===== src/common/i2c_tx_pkg.sv =====
// Constants, field layout and carrier types of the I2C transmit channel
package i2c_tx_pkg;

  ////////////////////////////////////////////////////////////////////////////
  // Register map (byte addresses on a 32-bit Avalon-MM slave)
  localparam int          ADDR_W          = 5;
  localparam int          BUS_W           = 32;
  localparam logic [2:0]  IDX_MODE        = 3'h0;  // serial_mode_register, 0x00
  localparam logic [2:0]  IDX_CTRL        = 3'h1;  // 0x04
  localparam logic [2:0]  IDX_DATA        = 3'h2;  // serial_data_register, 0x08
  localparam logic [2:0]  IDX_STATUS      = 3'h3;  // 0x0C
  localparam logic [2:0]  IDX_MASK        = 3'h4;  // 0x10

  ////////////////////////////////////////////////////////////////////////////
  // Field positions
  localparam int          MODE_SRC_BIT    = 0;     // Interrupt source select
  localparam int          MODE_MD_LSB     = 1;     // channel_mode_field [2:1]
  localparam int          CTRL_START_BIT  = 0;     // Write 1: start condition
  localparam int          CTRL_STOP_BIT   = 1;     // Write 1: stop after last byte
  localparam int          CTRL_DIR_LSB    = 14;    // transfer_direction_field [15:14]
  localparam int          DATA_DAT_LSB    = 0;     // Transmit byte [7:0]
  localparam int          DATA_DIV_LSB    = 9;     // baud_divider_field [15:9]
  localparam int          DIV_W           = 7;
  localparam int          ST_XFER_END     = 0;     // Sticky, write 1 to clear
  localparam int          ST_NACK         = 1;     // Sticky, write 1 to clear
  localparam int          ST_ACK_ERR      = 8;     // ack_error_flag, per byte
  localparam int          ST_BUSY         = 9;
  localparam int          ST_HELD         = 10;
  localparam int          ST_ADDR_DONE    = 11;

  ////////////////////////////////////////////////////////////////////////////
  // Encodings and reset values
  localparam logic [1:0]  MD_SIMPLE_I2C   = 2'h2;
  localparam logic [1:0]  DIR_TX_ONLY     = 2'h2;
  localparam logic [DIV_W-1:0] DIV_RST    = 7'h01;
  localparam int          FRAME_BITS      = 8;
  localparam logic [3:0]  ACK_SLOT        = 4'h8;  // Ninth bit slot

  typedef struct packed {
    logic [1:0] md;
    logic       src;
  } mode_cfg_t;

  typedef struct packed {
    logic nack;
    logic xfer_end;
  } events_t;

  typedef struct packed {
    logic scl;
    logic sda;
  } line_t;

endpackage


===== src/rtl/pin_sync3.sv =====
// Three-stage input synchroniser with agreement filter for bus pins
`timescale 1ns/10ps
`default_nettype none
module pin_sync3 #(
  parameter int              WIDTH   = 2,
  parameter logic [WIDTH-1:0] RST_VAL = '1
) (
  input  wire logic             clk,   // System clock
  input  wire logic             rst,   // Synchronous reset, active high
  input  wire logic [WIDTH-1:0] d,     // Asynchronous pin levels
  output logic      [WIDTH-1:0] q      // Filtered levels
);

  logic [WIDTH-1:0] ff1_reg;
  logic [WIDTH-1:0] ff2_reg;
  logic [WIDTH-1:0] ff3_reg;
  logic [WIDTH-1:0] q_reg;
  logic [WIDTH-1:0] q_next;

  // Stage one feeds stage two only; a level counts once two and three agree
  always_comb begin
    q_next = (ff3_reg & ~(ff2_reg ^ ff3_reg)) | (q_reg & (ff2_reg ^ ff3_reg));
  end

  always_ff @(posedge clk) begin
    if (rst) begin
      ff1_reg <= RST_VAL;
      ff2_reg <= RST_VAL;
      ff3_reg <= RST_VAL;
      q_reg   <= RST_VAL;
    end else begin
      ff1_reg <= d;
      ff2_reg <= ff1_reg;
      ff3_reg <= ff2_reg;
      q_reg   <= q_next;
    end
  end

  assign q = q_reg;

endmodule
`default_nettype wire


===== src/rtl/baud_tick.sv =====
// Phase tick generator dividing the channel operation clock
`timescale 1ns/10ps
`default_nettype none
module baud_tick
  import i2c_tx_pkg::*;
#(
  parameter int W = DIV_W
) (
  input  wire logic         clk,      // Channel operation clock
  input  wire logic         rst,      // Synchronous reset, active high
  input  wire logic         restart,  // Hold count at zero
  input  wire logic [W-1:0] div,      // Divider setting
  output logic              tick      // One-cycle phase pulse
);

  logic [W-1:0] cnt_reg;
  logic [W-1:0] cnt_next;
  logic [W-1:0] limit;

  // A zero setting would give a phase of one cycle; treated as one instead
  always_comb begin
    limit    = (div == '0) ? W'(1) : div;
    tick     = !restart && (cnt_reg == limit);
    cnt_next = (restart || tick) ? '0 : W'(cnt_reg + W'(1));
  end

  always_ff @(posedge clk) begin
    if (rst) begin
      cnt_reg <= '0;
    end else begin
      cnt_reg <= cnt_next;
    end
  end

endmodule
`default_nettype wire


===== src/rtl/i2c_tx_channel.sv =====
// Simplified I2C transmit channel with Avalon-MM register slave
// Function
// - Data bytes go out only after a start and address byte.
// - After the last byte a stop condition is made and bus released.
// - Each byte is reported only by the transfer-end interrupt; here a NACK also raises its own interrupt.
// - A missing acknowledge is recorded in the acknowledge-error flag.
// - Frame is 8 bits MSB first, no parity, then one ACK slot.
// - Data line is not inverted and idles high.
// - Acknowledge-error flag reads 0 on ACK and 1 on NACK per byte.
//
// Design decisions made here: the Avalon-MM interface to the registers and the register offsets.
`timescale 1ns/10ps
`default_nettype none
module i2c_tx_channel
  import i2c_tx_pkg::*;
(
  input  wire logic              clk,          // Channel operation clock, 50 MHz
  input  wire logic              rst,          // Synchronous reset, active high
  input  wire logic [ADDR_W-1:0] address,      // Byte address
  input  wire logic              read,         // Read request
  input  wire logic              write,        // Write request
  input  wire logic [BUS_W-1:0]  writedata,    // Write data
  input  wire logic [3:0]        byteenable,   // Write byte lanes
  output logic      [BUS_W-1:0]  readdata,     // Read data, registered
  output logic                   waitrequest,  // Stall request
  input  wire logic              scl_in,       // Clock line level
  output logic                   scl_out,      // Clock line drive value
  output logic                   scl_oe,       // Clock line pulled low
  input  wire logic              sda_in,       // Data line level
  output logic                   sda_out,      // Data line drive value
  output logic                   sda_oe,       // Data line pulled low
  output logic                   irq           // Level interrupt
);

  typedef enum {
    S_IDLE, S_START_A, S_START_B, S_HELD, S_BIT_LOW, S_BIT_HIGH,
    S_STOP_A, S_STOP_B, S_STOP_C
  } state_t;

  ////////////////////////////////////////////////////////////////////////////
  // Register state
  mode_cfg_t        mode_reg,      mode_next;
  logic [1:0]       dir_reg,       dir_next;
  logic [7:0]       dat_reg,       dat_next;
  logic [DIV_W-1:0] div_reg,       div_next;
  events_t          status_reg,    status_next;
  events_t          mask_reg,      mask_next;
  logic             ack_reg,       ack_next;
  logic [BUS_W-1:0] rdata_reg,     rdata_next;
  logic             start_req_reg, start_req_next;
  logic             stop_req_reg,  stop_req_next;
  logic             load_req_reg,  load_req_next;

  ////////////////////////////////////////////////////////////////////////////
  // Line state
  state_t           state_reg,     state_next;
  logic [7:0]       shift_reg,     shift_next;
  logic [3:0]       bit_reg,       bit_next;
  line_t            rel_reg,       rel_next;   // 1 = line released
  logic             ack_err_reg,   ack_err_next;
  logic             addr_done_reg, addr_done_next;
  events_t          ev;

  logic             req;
  logic             take;
  logic             en;
  logic             busy;
  logic             held;
  logic [2:0]       idx;
  logic             hit;
  logic             restart;
  logic             tick;
  logic [1:0]       pins_s;
  line_t            line_s;

  assign req  = read || write;
  assign take = req && !ack_reg;
  assign idx  = address[4:2];
  assign hit  = (idx <= IDX_MASK);
  assign en   = (mode_reg.md == MD_SIMPLE_I2C) && (dir_reg == DIR_TX_ONLY);
  assign busy = (state_reg == S_BIT_LOW) || (state_reg == S_BIT_HIGH);
  assign held = (state_reg != S_IDLE);
  assign line_s = line_t'(pins_s);

  ////////////////////////////////////////////////////////////////////////////
  // Pin synchronisers and phase timing

  pin_sync3 #(
    .WIDTH   (2),
    .RST_VAL (2'h3)
  ) u_sync (
    .clk (clk),
    .rst (rst),
    .d   ({scl_in, sda_in}),
    .q   (pins_s)
  );

  // Stretching: the high phase is not timed until the slave lets clock rise
  assign restart = (state_reg == S_IDLE) || (state_reg == S_HELD) ||
                   ((state_reg == S_BIT_HIGH || state_reg == S_STOP_B) && !line_s.scl);

  baud_tick #(
    .W (DIV_W)
  ) u_tick (
    .clk     (clk),
    .rst     (rst),
    .restart (restart),
    .div     (div_reg),
    .tick    (tick)
  );

  ////////////////////////////////////////////////////////////////////////////
  // Avalon-MM slave: one wait cycle, answer at the second edge of a request

  always_comb begin
    mode_next      = mode_reg;
    dir_next       = dir_reg;
    dat_next       = dat_reg;
    div_next       = div_reg;
    mask_next      = mask_reg;
    rdata_next     = rdata_reg;
    ack_next       = take;
    start_req_next = start_req_reg;
    stop_req_next  = stop_req_reg;
    load_req_next  = load_req_reg;
    status_next    = status_reg;
    // Writes commit at the edge that ends the wait state, as the master sees it
    if (write && ack_reg && hit) begin
      unique case (idx)
        IDX_MODE: begin
          // Mode is frozen while the bus is held
          if (!held && byteenable[0]) begin
            mode_next.src = writedata[MODE_SRC_BIT];
            mode_next.md  = writedata[MODE_MD_LSB +: 2];
          end
        end
        IDX_CTRL: begin
          if (byteenable[0] && writedata[CTRL_START_BIT] && !held && en) begin
            start_req_next = 1'b1;
          end
          if (byteenable[0] && writedata[CTRL_STOP_BIT] && held) begin
            stop_req_next = 1'b1;
          end
          if (byteenable[1] && !busy) begin
            dir_next = writedata[CTRL_DIR_LSB +: 2];
          end
        end
        IDX_DATA: begin
          if (byteenable[1] && !busy) begin
            div_next = writedata[DATA_DIV_LSB +: DIV_W];
          end
          // Byte accepted only once the bus is held and no frame runs
          if (byteenable[0] && en && held && !busy && !load_req_reg) begin
            dat_next      = writedata[DATA_DAT_LSB +: 8];
            load_req_next = 1'b1;
          end
        end
        IDX_STATUS: begin
          if (byteenable[0]) begin
            status_next.xfer_end = status_reg.xfer_end & ~writedata[ST_XFER_END];
            status_next.nack     = status_reg.nack & ~writedata[ST_NACK];
          end
        end
        IDX_MASK: begin
          if (byteenable[0]) begin
            mask_next.xfer_end = writedata[ST_XFER_END];
            mask_next.nack     = writedata[ST_NACK];
          end
        end
        default: begin
        end
      endcase
    end
    // Hardware set wins over a clear in the same cycle
    status_next = status_next | ev;
    if (state_reg == S_START_A) begin
      start_req_next = 1'b0;
    end
    if (state_reg == S_STOP_A) begin
      stop_req_next = 1'b0;
    end
    if (state_reg == S_BIT_LOW) begin
      load_req_next = 1'b0;
    end
    if (take && read) begin
      rdata_next = '0;
      unique case (idx)
        IDX_MODE: begin
          rdata_next[MODE_SRC_BIT]     = mode_reg.src;
          rdata_next[MODE_MD_LSB +: 2] = mode_reg.md;
        end
        IDX_CTRL: begin
          rdata_next[CTRL_DIR_LSB +: 2] = dir_reg;
        end
        IDX_DATA: begin
          rdata_next[DATA_DAT_LSB +: 8]     = dat_reg;
          rdata_next[DATA_DIV_LSB +: DIV_W] = div_reg;
        end
        IDX_STATUS: begin
          rdata_next[ST_XFER_END]  = status_reg.xfer_end;
          rdata_next[ST_NACK]      = status_reg.nack;
          rdata_next[ST_ACK_ERR]   = ack_err_reg;
          rdata_next[ST_BUSY]      = busy || load_req_reg;
          rdata_next[ST_HELD]      = held;
          rdata_next[ST_ADDR_DONE] = addr_done_reg;
        end
        IDX_MASK: begin
          rdata_next[ST_XFER_END] = mask_reg.xfer_end;
          rdata_next[ST_NACK]     = mask_reg.nack;
        end
        default: begin
          rdata_next = '0;
        end
      endcase
    end
  end

  always_ff @(posedge clk) begin
    if (rst) begin
      mode_reg      <= '0;
      dir_reg       <= '0;
      dat_reg       <= '0;
      div_reg       <= DIV_RST;
      status_reg    <= '0;
      mask_reg      <= '0;
      ack_reg       <= 1'b0;
      rdata_reg     <= '0;
      start_req_reg <= 1'b0;
      stop_req_reg  <= 1'b0;
      load_req_reg  <= 1'b0;
    end else begin
      mode_reg      <= mode_next;
      dir_reg       <= dir_next;
      dat_reg       <= dat_next;
      div_reg       <= div_next;
      status_reg    <= status_next;
      mask_reg      <= mask_next;
      ack_reg       <= ack_next;
      rdata_reg     <= rdata_next;
      start_req_reg <= start_req_next;
      stop_req_reg  <= stop_req_next;
      load_req_reg  <= load_req_next;
    end
  end

  assign waitrequest = req && !ack_reg;
  assign readdata    = rdata_reg;
  // Source select is ignored: the transfer-end and NACK events both interrupt when unmasked
  assign irq         = |(status_reg & mask_reg);

  ////////////////////////////////////////////////////////////////////////////
  // Line sequencer

  always_comb begin
    state_next     = state_reg;
    shift_next     = shift_reg;
    bit_next       = bit_reg;
    rel_next       = rel_reg;
    ack_err_next   = ack_err_reg;
    addr_done_next = addr_done_reg;
    ev             = '0;
    unique case (state_reg)
      S_IDLE: begin
        rel_next = '{scl: 1'b1, sda: 1'b1};
        if (start_req_reg) begin
          rel_next.sda   = 1'b0;
          addr_done_next = 1'b0;
          ack_err_next   = 1'b0;
          state_next     = S_START_A;
        end
      end
      S_START_A: begin
        if (tick) begin
          rel_next.scl = 1'b0;
          state_next   = S_START_B;
        end
      end
      S_START_B: begin
        if (tick) begin
          state_next = S_HELD;
        end
      end
      S_HELD: begin
        // Pending byte first so stop follows only the last one
        if (load_req_reg) begin
          shift_next = dat_reg;
          bit_next   = '0;
          state_next = S_BIT_LOW;
        end else if (stop_req_reg) begin
          state_next = S_STOP_A;
        end
      end
      S_BIT_LOW: begin
        // Data moves one cycle after the clock has fallen
        rel_next.sda = (bit_reg == ACK_SLOT) ? 1'b1 : shift_reg[7];
        if (tick) begin
          rel_next.scl = 1'b1;
          state_next   = S_BIT_HIGH;
        end
      end
      S_BIT_HIGH: begin
        if (tick) begin
          rel_next.scl = 1'b0;
          if (bit_reg == ACK_SLOT) begin
            ack_err_next   = line_s.sda;
            addr_done_next = 1'b1;
            ev.xfer_end    = 1'b1;
            ev.nack        = line_s.sda;
            state_next     = S_HELD;
          end else begin
            shift_next = {shift_reg[6:0], 1'b0};
            bit_next   = 4'(bit_reg + 4'h1);
            state_next = S_BIT_LOW;
          end
        end
      end
      S_STOP_A: begin
        rel_next.sda = 1'b0;
        if (tick) begin
          rel_next.scl = 1'b1;
          state_next   = S_STOP_B;
        end
      end
      S_STOP_B: begin
        if (tick) begin
          rel_next.sda = 1'b1;
          state_next   = S_STOP_C;
        end
      end
      S_STOP_C: begin
        // Bus free time before a new start can be made
        if (tick) begin
          state_next = S_IDLE;
        end
      end
    endcase
  end

  always_ff @(posedge clk) begin
    if (rst) begin
      state_reg     <= S_IDLE;
      shift_reg     <= '0;
      bit_reg       <= '0;
      rel_reg       <= '{scl: 1'b1, sda: 1'b1};
      ack_err_reg   <= 1'b0;
      addr_done_reg <= 1'b0;
    end else begin
      state_reg     <= state_next;
      shift_reg     <= shift_next;
      bit_reg       <= bit_next;
      rel_reg       <= rel_next;
      ack_err_reg   <= ack_err_next;
      addr_done_reg <= addr_done_next;
    end
  end

  // Open-drain: only ever pull low, never drive high
  assign scl_out = 1'b0;
  assign sda_out = 1'b0;
  assign scl_oe  = !rel_reg.scl;
  assign sda_oe  = !rel_reg.sda;

endmodule
`default_nettype wire


===== config.mk =====
export PLATFORM = sky130hd
export DESIGN_NAME = i2c_tx_channel
export DESIGN_NICKNAME = d
export VERILOG_FILES = /design/src/common/i2c_tx_pkg.sv /design/src/rtl/pin_sync3.sv /design/src/rtl/baud_tick.sv /design/src/rtl/i2c_tx_channel.sv
export SDC_FILE = /design/constraint.sdc
export NUM_CORES = 1
export LEC_CHECK = 0
export BUFFER_PORTS_ARGS = -buffer_cell sky130_fd_sc_hd__buf_2
export CORE_ASPECT_RATIO = 0.9
export CORE_MARGIN = 2
export CORE_UTILIZATION = 49
export CTS_BUF_LIST = sky130_fd_sc_hd__clkbuf_16
export CTS_CLUSTER_SIZE = 14
export DETAILED_ROUTE_END_ITERATION = 16
export PLACE_DENSITY_LB_ADDON = 0.12
export SLEW_MARGIN = 15
export SYNTH_ARGS = -nofsm -noshare
export SYNTH_HDL_FRONTEND = slang
export SYNTH_HIERARCHICAL = 1
export SYNTH_SLANG_ARGS = --single-unit
export TNS_END_PERCENT = 10

===== constraint.sdc =====
create_clock -name clk -period 3.05 [get_ports clk]
set_clock_uncertainty 0.1 [all_clocks]
set_input_delay 0.1525 -clock clk [delete_from_list [all_inputs] [get_ports clk]]
set_output_delay 0.1525 -clock clk [all_outputs]
set_load 0.05 [all_outputs]

==> flow_summary.ini, run 1 <==
[place]
port_buffers = 45
pre_cts_ws_ns = 0.2309
dp_hpwl_um = 6540
gp_congestion = 0.8393

[global_routing]
grt_max_degree = 39
use_met3_pct = 4.613
grt_pass1_wl_um = 15790
met2_usage_pct = 34.69
grt.overflow.total = 0
track_usage_pct = 22.41
grt_pass1_vias = 3183
grt.met1_usage_pct = 31.59
antenna_found_initial = 0
grt_most_used_layer = met2

[floorplanning]
die_w_um = 98.51
io_pins = 85
die_h_um = 89.06
dieArea_mm2 = 0.008772
start_util_pct = 49.78
row_count = 31
coreArea_mm2 = 0.007913

[sta]
relSlewSlack_pct = 53.60
fin_crit_ns = 2.849
grt_setup_unrepaired = no
fmax_mhz = 351.0
slew_violations = 0
hold_viol = 0
worst_slack_ns = 0.2010
setup_viol = 0
hold_slack_ns = 0.006469
max_slew.worst_pin.slew_ns = 0.6960
final.period_utilization_pct = 93.41
finalSetupTns_ns = 0

[detailed_routing]
drc_errors = 0
drt_iter0_drc = 186
antenna_left = 0
drt_wl_total_um = 9650
wl_per_cell_um = 15.56
viasPerCell = 5.731
dr_total_vias = 3553
drtPass1Iterations = 4

[cts]
cts_tree = done
cts_sinks = 79
clk_path_buf_depth = 2
clk_pin_slew_worst_paths_ns = 0.06
root_buffer = clkbuf_16
numCtsBuffers = 9
clk_latency_ns = 0.33
htree_levels = 3

[synth]
synthTopCellsByArea = dfxtp_1 40%, a21oi_1 6.7%, nand3_1 4.2%
yosys_most_used_dff = dfxtp_1
synth_area_mm2 = 0.003939
yosysWarningCount = 6
yosysTopAreaCell = dfxtp_1
avgSynthCellArea_um2 = 8.489
synth_top_cell_area_share_pct = 40.15
ys_ff_latch = 79
synth_edf_count = 0
syn_inst = 464
synthArstFlopShare_pct = 0
yosysSeqAreaShare_pct = 40.15
synth.distinct_cells = 66

[layout]
antenna_cells = 0
regArea_mm2 = 0.001582
largest_reg_flops = 16
layout_common_cells = 79 x dfxtp_1, 53 x a21oi_1, 45 x buf_2
area_delta_synth_final_pct = 17.95
layout_commonest_cell = dfxtp_1
finalNetCount = 566
nFillCells = 738
layout-drive-gt1-share_pct = 17.47
multiInputGateArea_mm2 = 0.002096

[hold_path]
hp-class = in -> reg

[critical_path]
crit_path_end_kind = flop
startpoint_type = flop
critical_path_arrival_ns = 3.02
crit_path_max_fanout = 9
cp.required_ns = 3.22
critPathKind = reg -> reg

[run]
cap_violations = 0

[outcome]
status = finished, final reports clean

[pwr]
powerDensity_mw_per_mm2 = 489.1
p_leak_nw = 1.742
peakVddDrop_mv = 0.3711
==> power breakdown <==
part	leakage [nW]	switching (mW)	internal (mW)
Clock	0.143	0.405	0.619
Combinational	0.960	0.149	0.0503
Sequential	0.639	0.00615	1.04
==> through the flow <==
stage | area, µm² | total power [mW] | util (%) | instances
final | 4646 | 2.272 | 58.71 | 620
after detailed placement | 4188 | 1.255 | 52.93 | 587
after CTS | 4618 | 2.290 | 58.37 | 618
after floorplan | 4003 | 1.225 | - | 481
after global routing | 4646 | 2.351 | 58.71 | 620
after global placement | 4188 | 1.254 | 52.93 | 587
==> synth_stat cells (all sizes together) (5+ instances only) <==
cell,n
or4,5
buf,33
inv,13
nand3,33
xnor2,8
or2,7
dfxtp,79
mux2i,15
nand2,25
o31ai,15
nor3,7
a221oi,5
o21ai,26
nand4,13
nor4,6
nor2b,5
a21oi,54
clkbuf,20
nor2,28
a311oi,8
nand2b,6
==> worst max-delay path: stages, from the launching register on <==
cell and delay (ns):
dfxtp_1 0.34, or4_4 0.55, nor2_4 0.11, mux2i_2 0.24, and3b_2 0.31, nand2_1 0.15
o31a_1 0.35, or4_1 0.48, a21oi_1 0.14
==> cells by family after synthesis <==
kind of cell / synth area share, %
flops: 40.15
other cells: 0.09521
simple gates: 21.66
buf+inv: 8.545
xor+xnor: 2.224
fa+ha+maj: 0.9531
mux: 4.193
compound gates: 22.17
==> worst paths after layout <==
path / start / to / slack [ns] / cells past startpoint
hold / removal: write / ack_reg / 0.006 / 3
hold reg to reg: u_sync/ff1_reg[1] / u_sync/ff2_reg[1] / 0.30 / 1
setup reg to reg: div_reg[2] / bit_reg[3] / 0.20 / 8
setup / recovery: div_reg[2] / bit_reg[3] / 0.20 / 8
==> cell type report <==
| cell class | count | area share (%) |
|---|---|---|
| Multi-Input combinational cell | 336 | 45.11 |
| Sequential cell | 79 | 34.04 |
| Timing Repair Buffer | 77 | 11.10 |
| Clock buffer | 9 | 4.848 |
| Tap cell | 99 | 2.666 |
| Clock inverter | 7 | 1.185 |
| Inverter | 13 | 1.050 |
==> routing by layer <==
| layer | routed length (µm) | up-vias | share of wire (%) |
|---|---|---|---|
| li1 | - | 1764 | - |
| met1 | 4695 | 1677 | 49 |
| met2 | 4364 | 98 | 45 |
| met3 | 442 | 14 | 4.6 |
| met4 | 146 | 0 | 1.5 |
| met5 | 0 | - | 0 |
==> timing repair <==
action | in CTS | in global routing
buffers inserted | 0 | 2
endpoints found under the setup margin | 0 | 1
gates resized for setup | 0 | 0
endpoints found under the hold margin | 17 | 0
hold buffers | 15 | 0
(Power assumes the default switching activity.)
==> inputs of run 2 (changes only) <==
- MAX_ROUTING_LAYER: default -> met4
==> run 2 against run 1 <==
  * Setup slack improved by 0.0038 ns
  * Total power rose by 0.17%
  * Via count is 0.17% lower
  * Sequential share of layout area stayed put
  * Maximum frequency up 0.13%
  * Critical endpoint unchanged
  * Largest cell class unchanged
  * Wire length is 0.21% higher
  * Final area stayed put
==> flow_summary.ini, run 2 (same netlist as run 1, synthesis figures left out) <==
[outcome]
status = finished, final reports clean

[sta]
fin_crit_ns = 2.845
hold_viol = 0
max_slew.worst_pin.slew_ns = 0.6969
final.period_utilization_pct = 93.28
slew_violations = 0
finalSetupTns_ns = 0
setup_viol = 0
relSlewSlack_pct = 53.44
fmax_mhz = 351.5
worst_slack_ns = 0.2048
grt_setup_unrepaired = no

[floorplanning]
dieArea_mm2 = 0.008772
die_h_um = 89.06
start_util_pct = 49.78
coreArea_mm2 = 0.007913
die_w_um = 98.51
row_count = 31
io_pins = 85

[detailed_routing]
top_layer_used = met4
dr_total_vias = 3547
viasPerCell = 5.721
drtPass1Iterations = 4
wl_met1_um = 4637
wl_per_cell_um = 15.60
drt_wl_total_um = 9670
wl_met3_um = 504
drc_errors = 0
drt_iter0_drc = 185
antenna_left = 0
wl_met2_um = 4390

[layout]
largest_reg_flops = 16
layout_common_cells = 79 x dfxtp_1, 53 x a21oi_1, 45 x buf_2
instances_no_fill = 620
antenna_cells = 0
layout_commonest_cell = dfxtp_1
finalNetCount = 566
layout-drive-gt1-share_pct = 17.47
area_delta_synth_final_pct = 17.95

[hold_path]
min_from = write
hp-class = in -> reg

[global_routing]
track_usage_pct = 23.13
grt.overflow.total = 0
antenna_found_initial = 0
grt_pass1_wl_um = 15820
grt_pass1_vias = 3189
grt_max_degree = 39

[pwr]
peakVddDrop_mv = 0.3707
p_leak_nw = 1.742
powerDensity_mw_per_mm2 = 490.0

[critical_path]
crit_path_end_kind = flop
r2r_start = div_reg[2]
crit_family = simple AND/OR/NAND/NOR gates
cp.required_ns = 3.22
crit_path_cell_trace = or4_4, nor2_4, mux2i_2, and3b_2, nand2_1, o31a_1, or4_1, a21oi_1
reg2reg_slack_ns = 0.20
cpMaxStageDelayCell = or4_4
crit_buf_inv = 0
startpoint_type = flop
critical_path_arrival_ns = 3.01
critPathKind = reg -> reg
cpPeakStageDelay_ns = 0.55
crit_path_max_fanout = 9
crit_start = div_reg[2]

[cts]
clk_latency_ns = 0.33
clk_pin_slew_worst_paths_ns = 0.06
htree_levels = 3
cts_resized = 0
cts_tree = done
numCtsBuffers = 9
root_buffer = clkbuf_16
cts_sinks = 79
clk_path_buf_depth = 2

[run]
cap_violations = 0

[place]
port_buffers = 45
pre_cts_ws_ns = 0.2309
dp_hpwl_um = 6540
numPlacedInstances = 587
gp_congestion = 0.8523
-- run 2: timing repair --
action,in CTS,in global routing
hold buffers,15,0
setup buffers,0,2
setup endpoints to repair,0,1
endpoints found under the hold margin,17,0
-- run 2: path summary, 6_finish.rpt --
path                            end  cells after the start
hold reg to reg   u_sync/ff2_reg[1]                      1
setup reg to reg         bit_reg[3]                      8
hold / removal              ack_reg                      3
setup / recovery         bit_reg[3]                      8
-- run 2: where the power goes --
part	switching, mW	total, mW	internal (mW)
logic	0.149	0.199	0.0503
clock network	0.409	1.03	0.619
registers	0.00613	1.05	1.04
-- run 2: cell type report --
type	count	area (µm²)
inverters	13	48.80
fillers	738	3267
multi-input cells	336	2096
clock buffers	9	225.2
clock inverters	7	55.05
repair buffers	77	515.5
well taps	99	123.9
flip-flops and latches	79	1582
-- run 2: per-stage QoR --
| step | power, mW | util (%) | cell area (µm²) | hold WS (ns) |
|---|---|---|---|---|
| 4_1_cts | 2.290 | 58.37 | 4618 | 0.006774 |
| 5_1_grt | 2.351 | 58.71 | 4646 | 0.03077 |
| 2_1_floorplan | 1.225 | - | 4003 | 0.1285 |
| 6_report | 2.276 | 58.71 | 4646 | 0.003565 |
| 3_5_place_dp | 1.255 | 52.93 | 4188 | 0.2344 |
| 3_3_place_gp | 1.254 | 52.93 | 4188 | 0.2307 |
-- run 2: routing by layer --
layer  track usage (%)  vias up
met4             7.472        0
met2             34.69      102
met5                 -        -
li1                  -     1772
met3             4.613       12
met1             31.64     1661
-- run 2: worst min-delay path, stage by stage --
cell,delay [ns]
buf_2,0.08
nor2_1,0.05
nor3_1,0.10
==> inputs of run 3 (changes only) <==
- CORE_ASPECT_RATIO: 0.9 -> default
- CORE_UTILIZATION: 49 -> 37
- CTS_CLUSTER_DIAMETER: default -> 120
==> run 3 against run 2 <==
  * Utilization down 14 points
  * Clock power about the same
  * Die area grew 31%
  * Sequential cell count unchanged
  * Largest cell class unchanged
  * Final area is 0.24% higher
  * Cell count grew 5.5%
  * Register-to-register slack improved by 0.04 ns
  * Largest power group unchanged
==> flow_summary.ini, run 3 (same netlist as run 1, synthesis figures left out) <==
[outcome]
status = finished, final reports clean

[critical_path]
crit_path_end_kind = flop
crit_path_cell_trace = or4_4, nor2_4, mux2i_2, and3b_2, nand2_1, o31a_1, or4_1, a21oi_1
cp.required_ns = 3.21
critPathKind = reg -> reg
cpPeakStageDelay_ns = 0.55
crit_path_max_fanout = 9
critical_path_arrival_ns = 2.97
crit_family = simple AND/OR/NAND/NOR gates
crit_buf_inv = 0
cpMaxStageDelayCell = or4_4
startpoint_type = flop

[detailed_routing]
antenna_left = 0
wl_met1_um = 4880
drtPass1Iterations = 4
wl_met3_um = 423
wl_per_cell_um = 15.09
drt_wl_total_um = 9867
dr_total_vias = 3459
drt_iter0_drc = 168
drc_errors = 0
wl_met2_um = 4465
top_layer_used = met4
viasPerCell = 5.289

[sta]
finalSetupTns_ns = 0
grt_setup_unrepaired = no
fin_crit_ns = 2.809
setup_viol = 0
slew_violations = 0
hold_viol = 0
max_slew.worst_pin.slew_ns = 0.7017
relSlewSlack_pct = 53.22
fmax_mhz = 356.0
final.period_utilization_pct = 92.11

[cts]
htree_levels = 3
cts_tree = done
clk_pin_slew_worst_paths_ns = 0.06
cts_resized = 0
clk_latency_ns = 0.33
numCtsBuffers = 9
root_buffer = clkbuf_16
clk_path_buf_depth = 2
cts_sinks = 79

[layout]
finalNetCount = 563
layout-drive-gt1-share_pct = 16.99
largest_reg_flops = 16
antenna_cells = 0
area_delta_synth_final_pct = 18.23
layout_commonest_cell = dfxtp_1
layout_common_cells = 79 x dfxtp_1, 53 x a21oi_1, 45 x buf_2
utilization_pct = 45.11

[floorplanning]
row_count = 37
io_pins = 85
dieArea_mm2 = 0.01149
coreArea_mm2 = 0.01032
die_w_um = 107.2
start_util_pct = 38.15
die_h_um = 107.2

[place]
dp_hpwl_um = 6834
port_buffers = 45
gp_congestion = 0.8242

[pwr]
p_leak_nw = 1.723
powerDensity_mw_per_mm2 = 487.9
peakVddDrop_mv = 0.2735

[global_routing]
grt_pass1_wl_um = 16540
track_usage_pct = 18.55
grt.overflow.total = 0
grt_max_degree = 40
antenna_found_initial = 0
grt_pass1_vias = 3190

[run]
cap_violations = 0

[hold_path]
hp-class = in -> reg
==> run 3: cell count changes in the layout (fill, tap and decap cells not counted) <==
cell    change
buf_12      -1
buf_4       -2
==> run 3: worst paths after layout <==
kind                          start                end  slack [ns]  depth (start not counted)
setup reg to reg         div_reg[2]         bit_reg[3]        0.24                          8
hold reg to reg   u_sync/ff1_reg[0]  u_sync/ff2_reg[0]        0.31                          1
setup / recovery         div_reg[2]         bit_reg[3]        0.24                          8
hold / removal                write            ack_reg       0.007                          3
==> run 3: final cells by class <==
class / instances / area, µm²
Fill cell: 1025 / 5667
Multi-Input combinational cell: 336 / 2096
Sequential cell: 79 / 1582
Timing Repair Buffer: 74 / 480.5
Clock buffer: 9 / 225.2
Tap cell: 136 / 170.2
Clock inverter: 7 / 55.05
Inverter: 13 / 48.80
==> run 3: through the flow <==
step	hold slack (ns)	cell area (µm²)	power, mW	instances	setup slack, ns
3_5_place_dp	0.2382	4227	1.257	623	0.2538
4_1_cts	0.007918	4657	2.303	654	0.2395
2_1_floorplan	0.1285	4003	1.225	481	0.06382
3_3_place_gp	0.2320	4227	1.256	623	0.2599
6_report	0.007207	4657	2.272	654	0.2408
5_1_grt	0.03267	4657	2.369	654	0.1120
==> run 3: repair_timing <==
item	in CTS	in global routing
endpoints found under the hold margin	18	0
buffers inserted	0	0
hold buffers	15	0
==> run 3: power breakdown <==
group | switching (mW) | internal [mW]
registers | 0.00593 | 1.04
logic | 0.149 | 0.0507
clock network | 0.404 | 0.619
total | 0.559 | 1.71
==> run 3: worst register-to-register path, stage by stage, from the launching register on <==
cell and delay [ns]:
dfxtp_1 0.34, or4_4 0.55, nor2_4 0.11, mux2i_2 0.22
and3b_2 0.32, nand2_1 0.15, o31a_1 0.34, or4_1 0.48
a21oi_1 0.14
==> run 3: routing by layer <==
layer	global-route usage, %	vias up
met5	-	-
met4	5.659	0
met3	4.012	8
met2	27.53	83
met1	25.27	1603
li1	-	1765
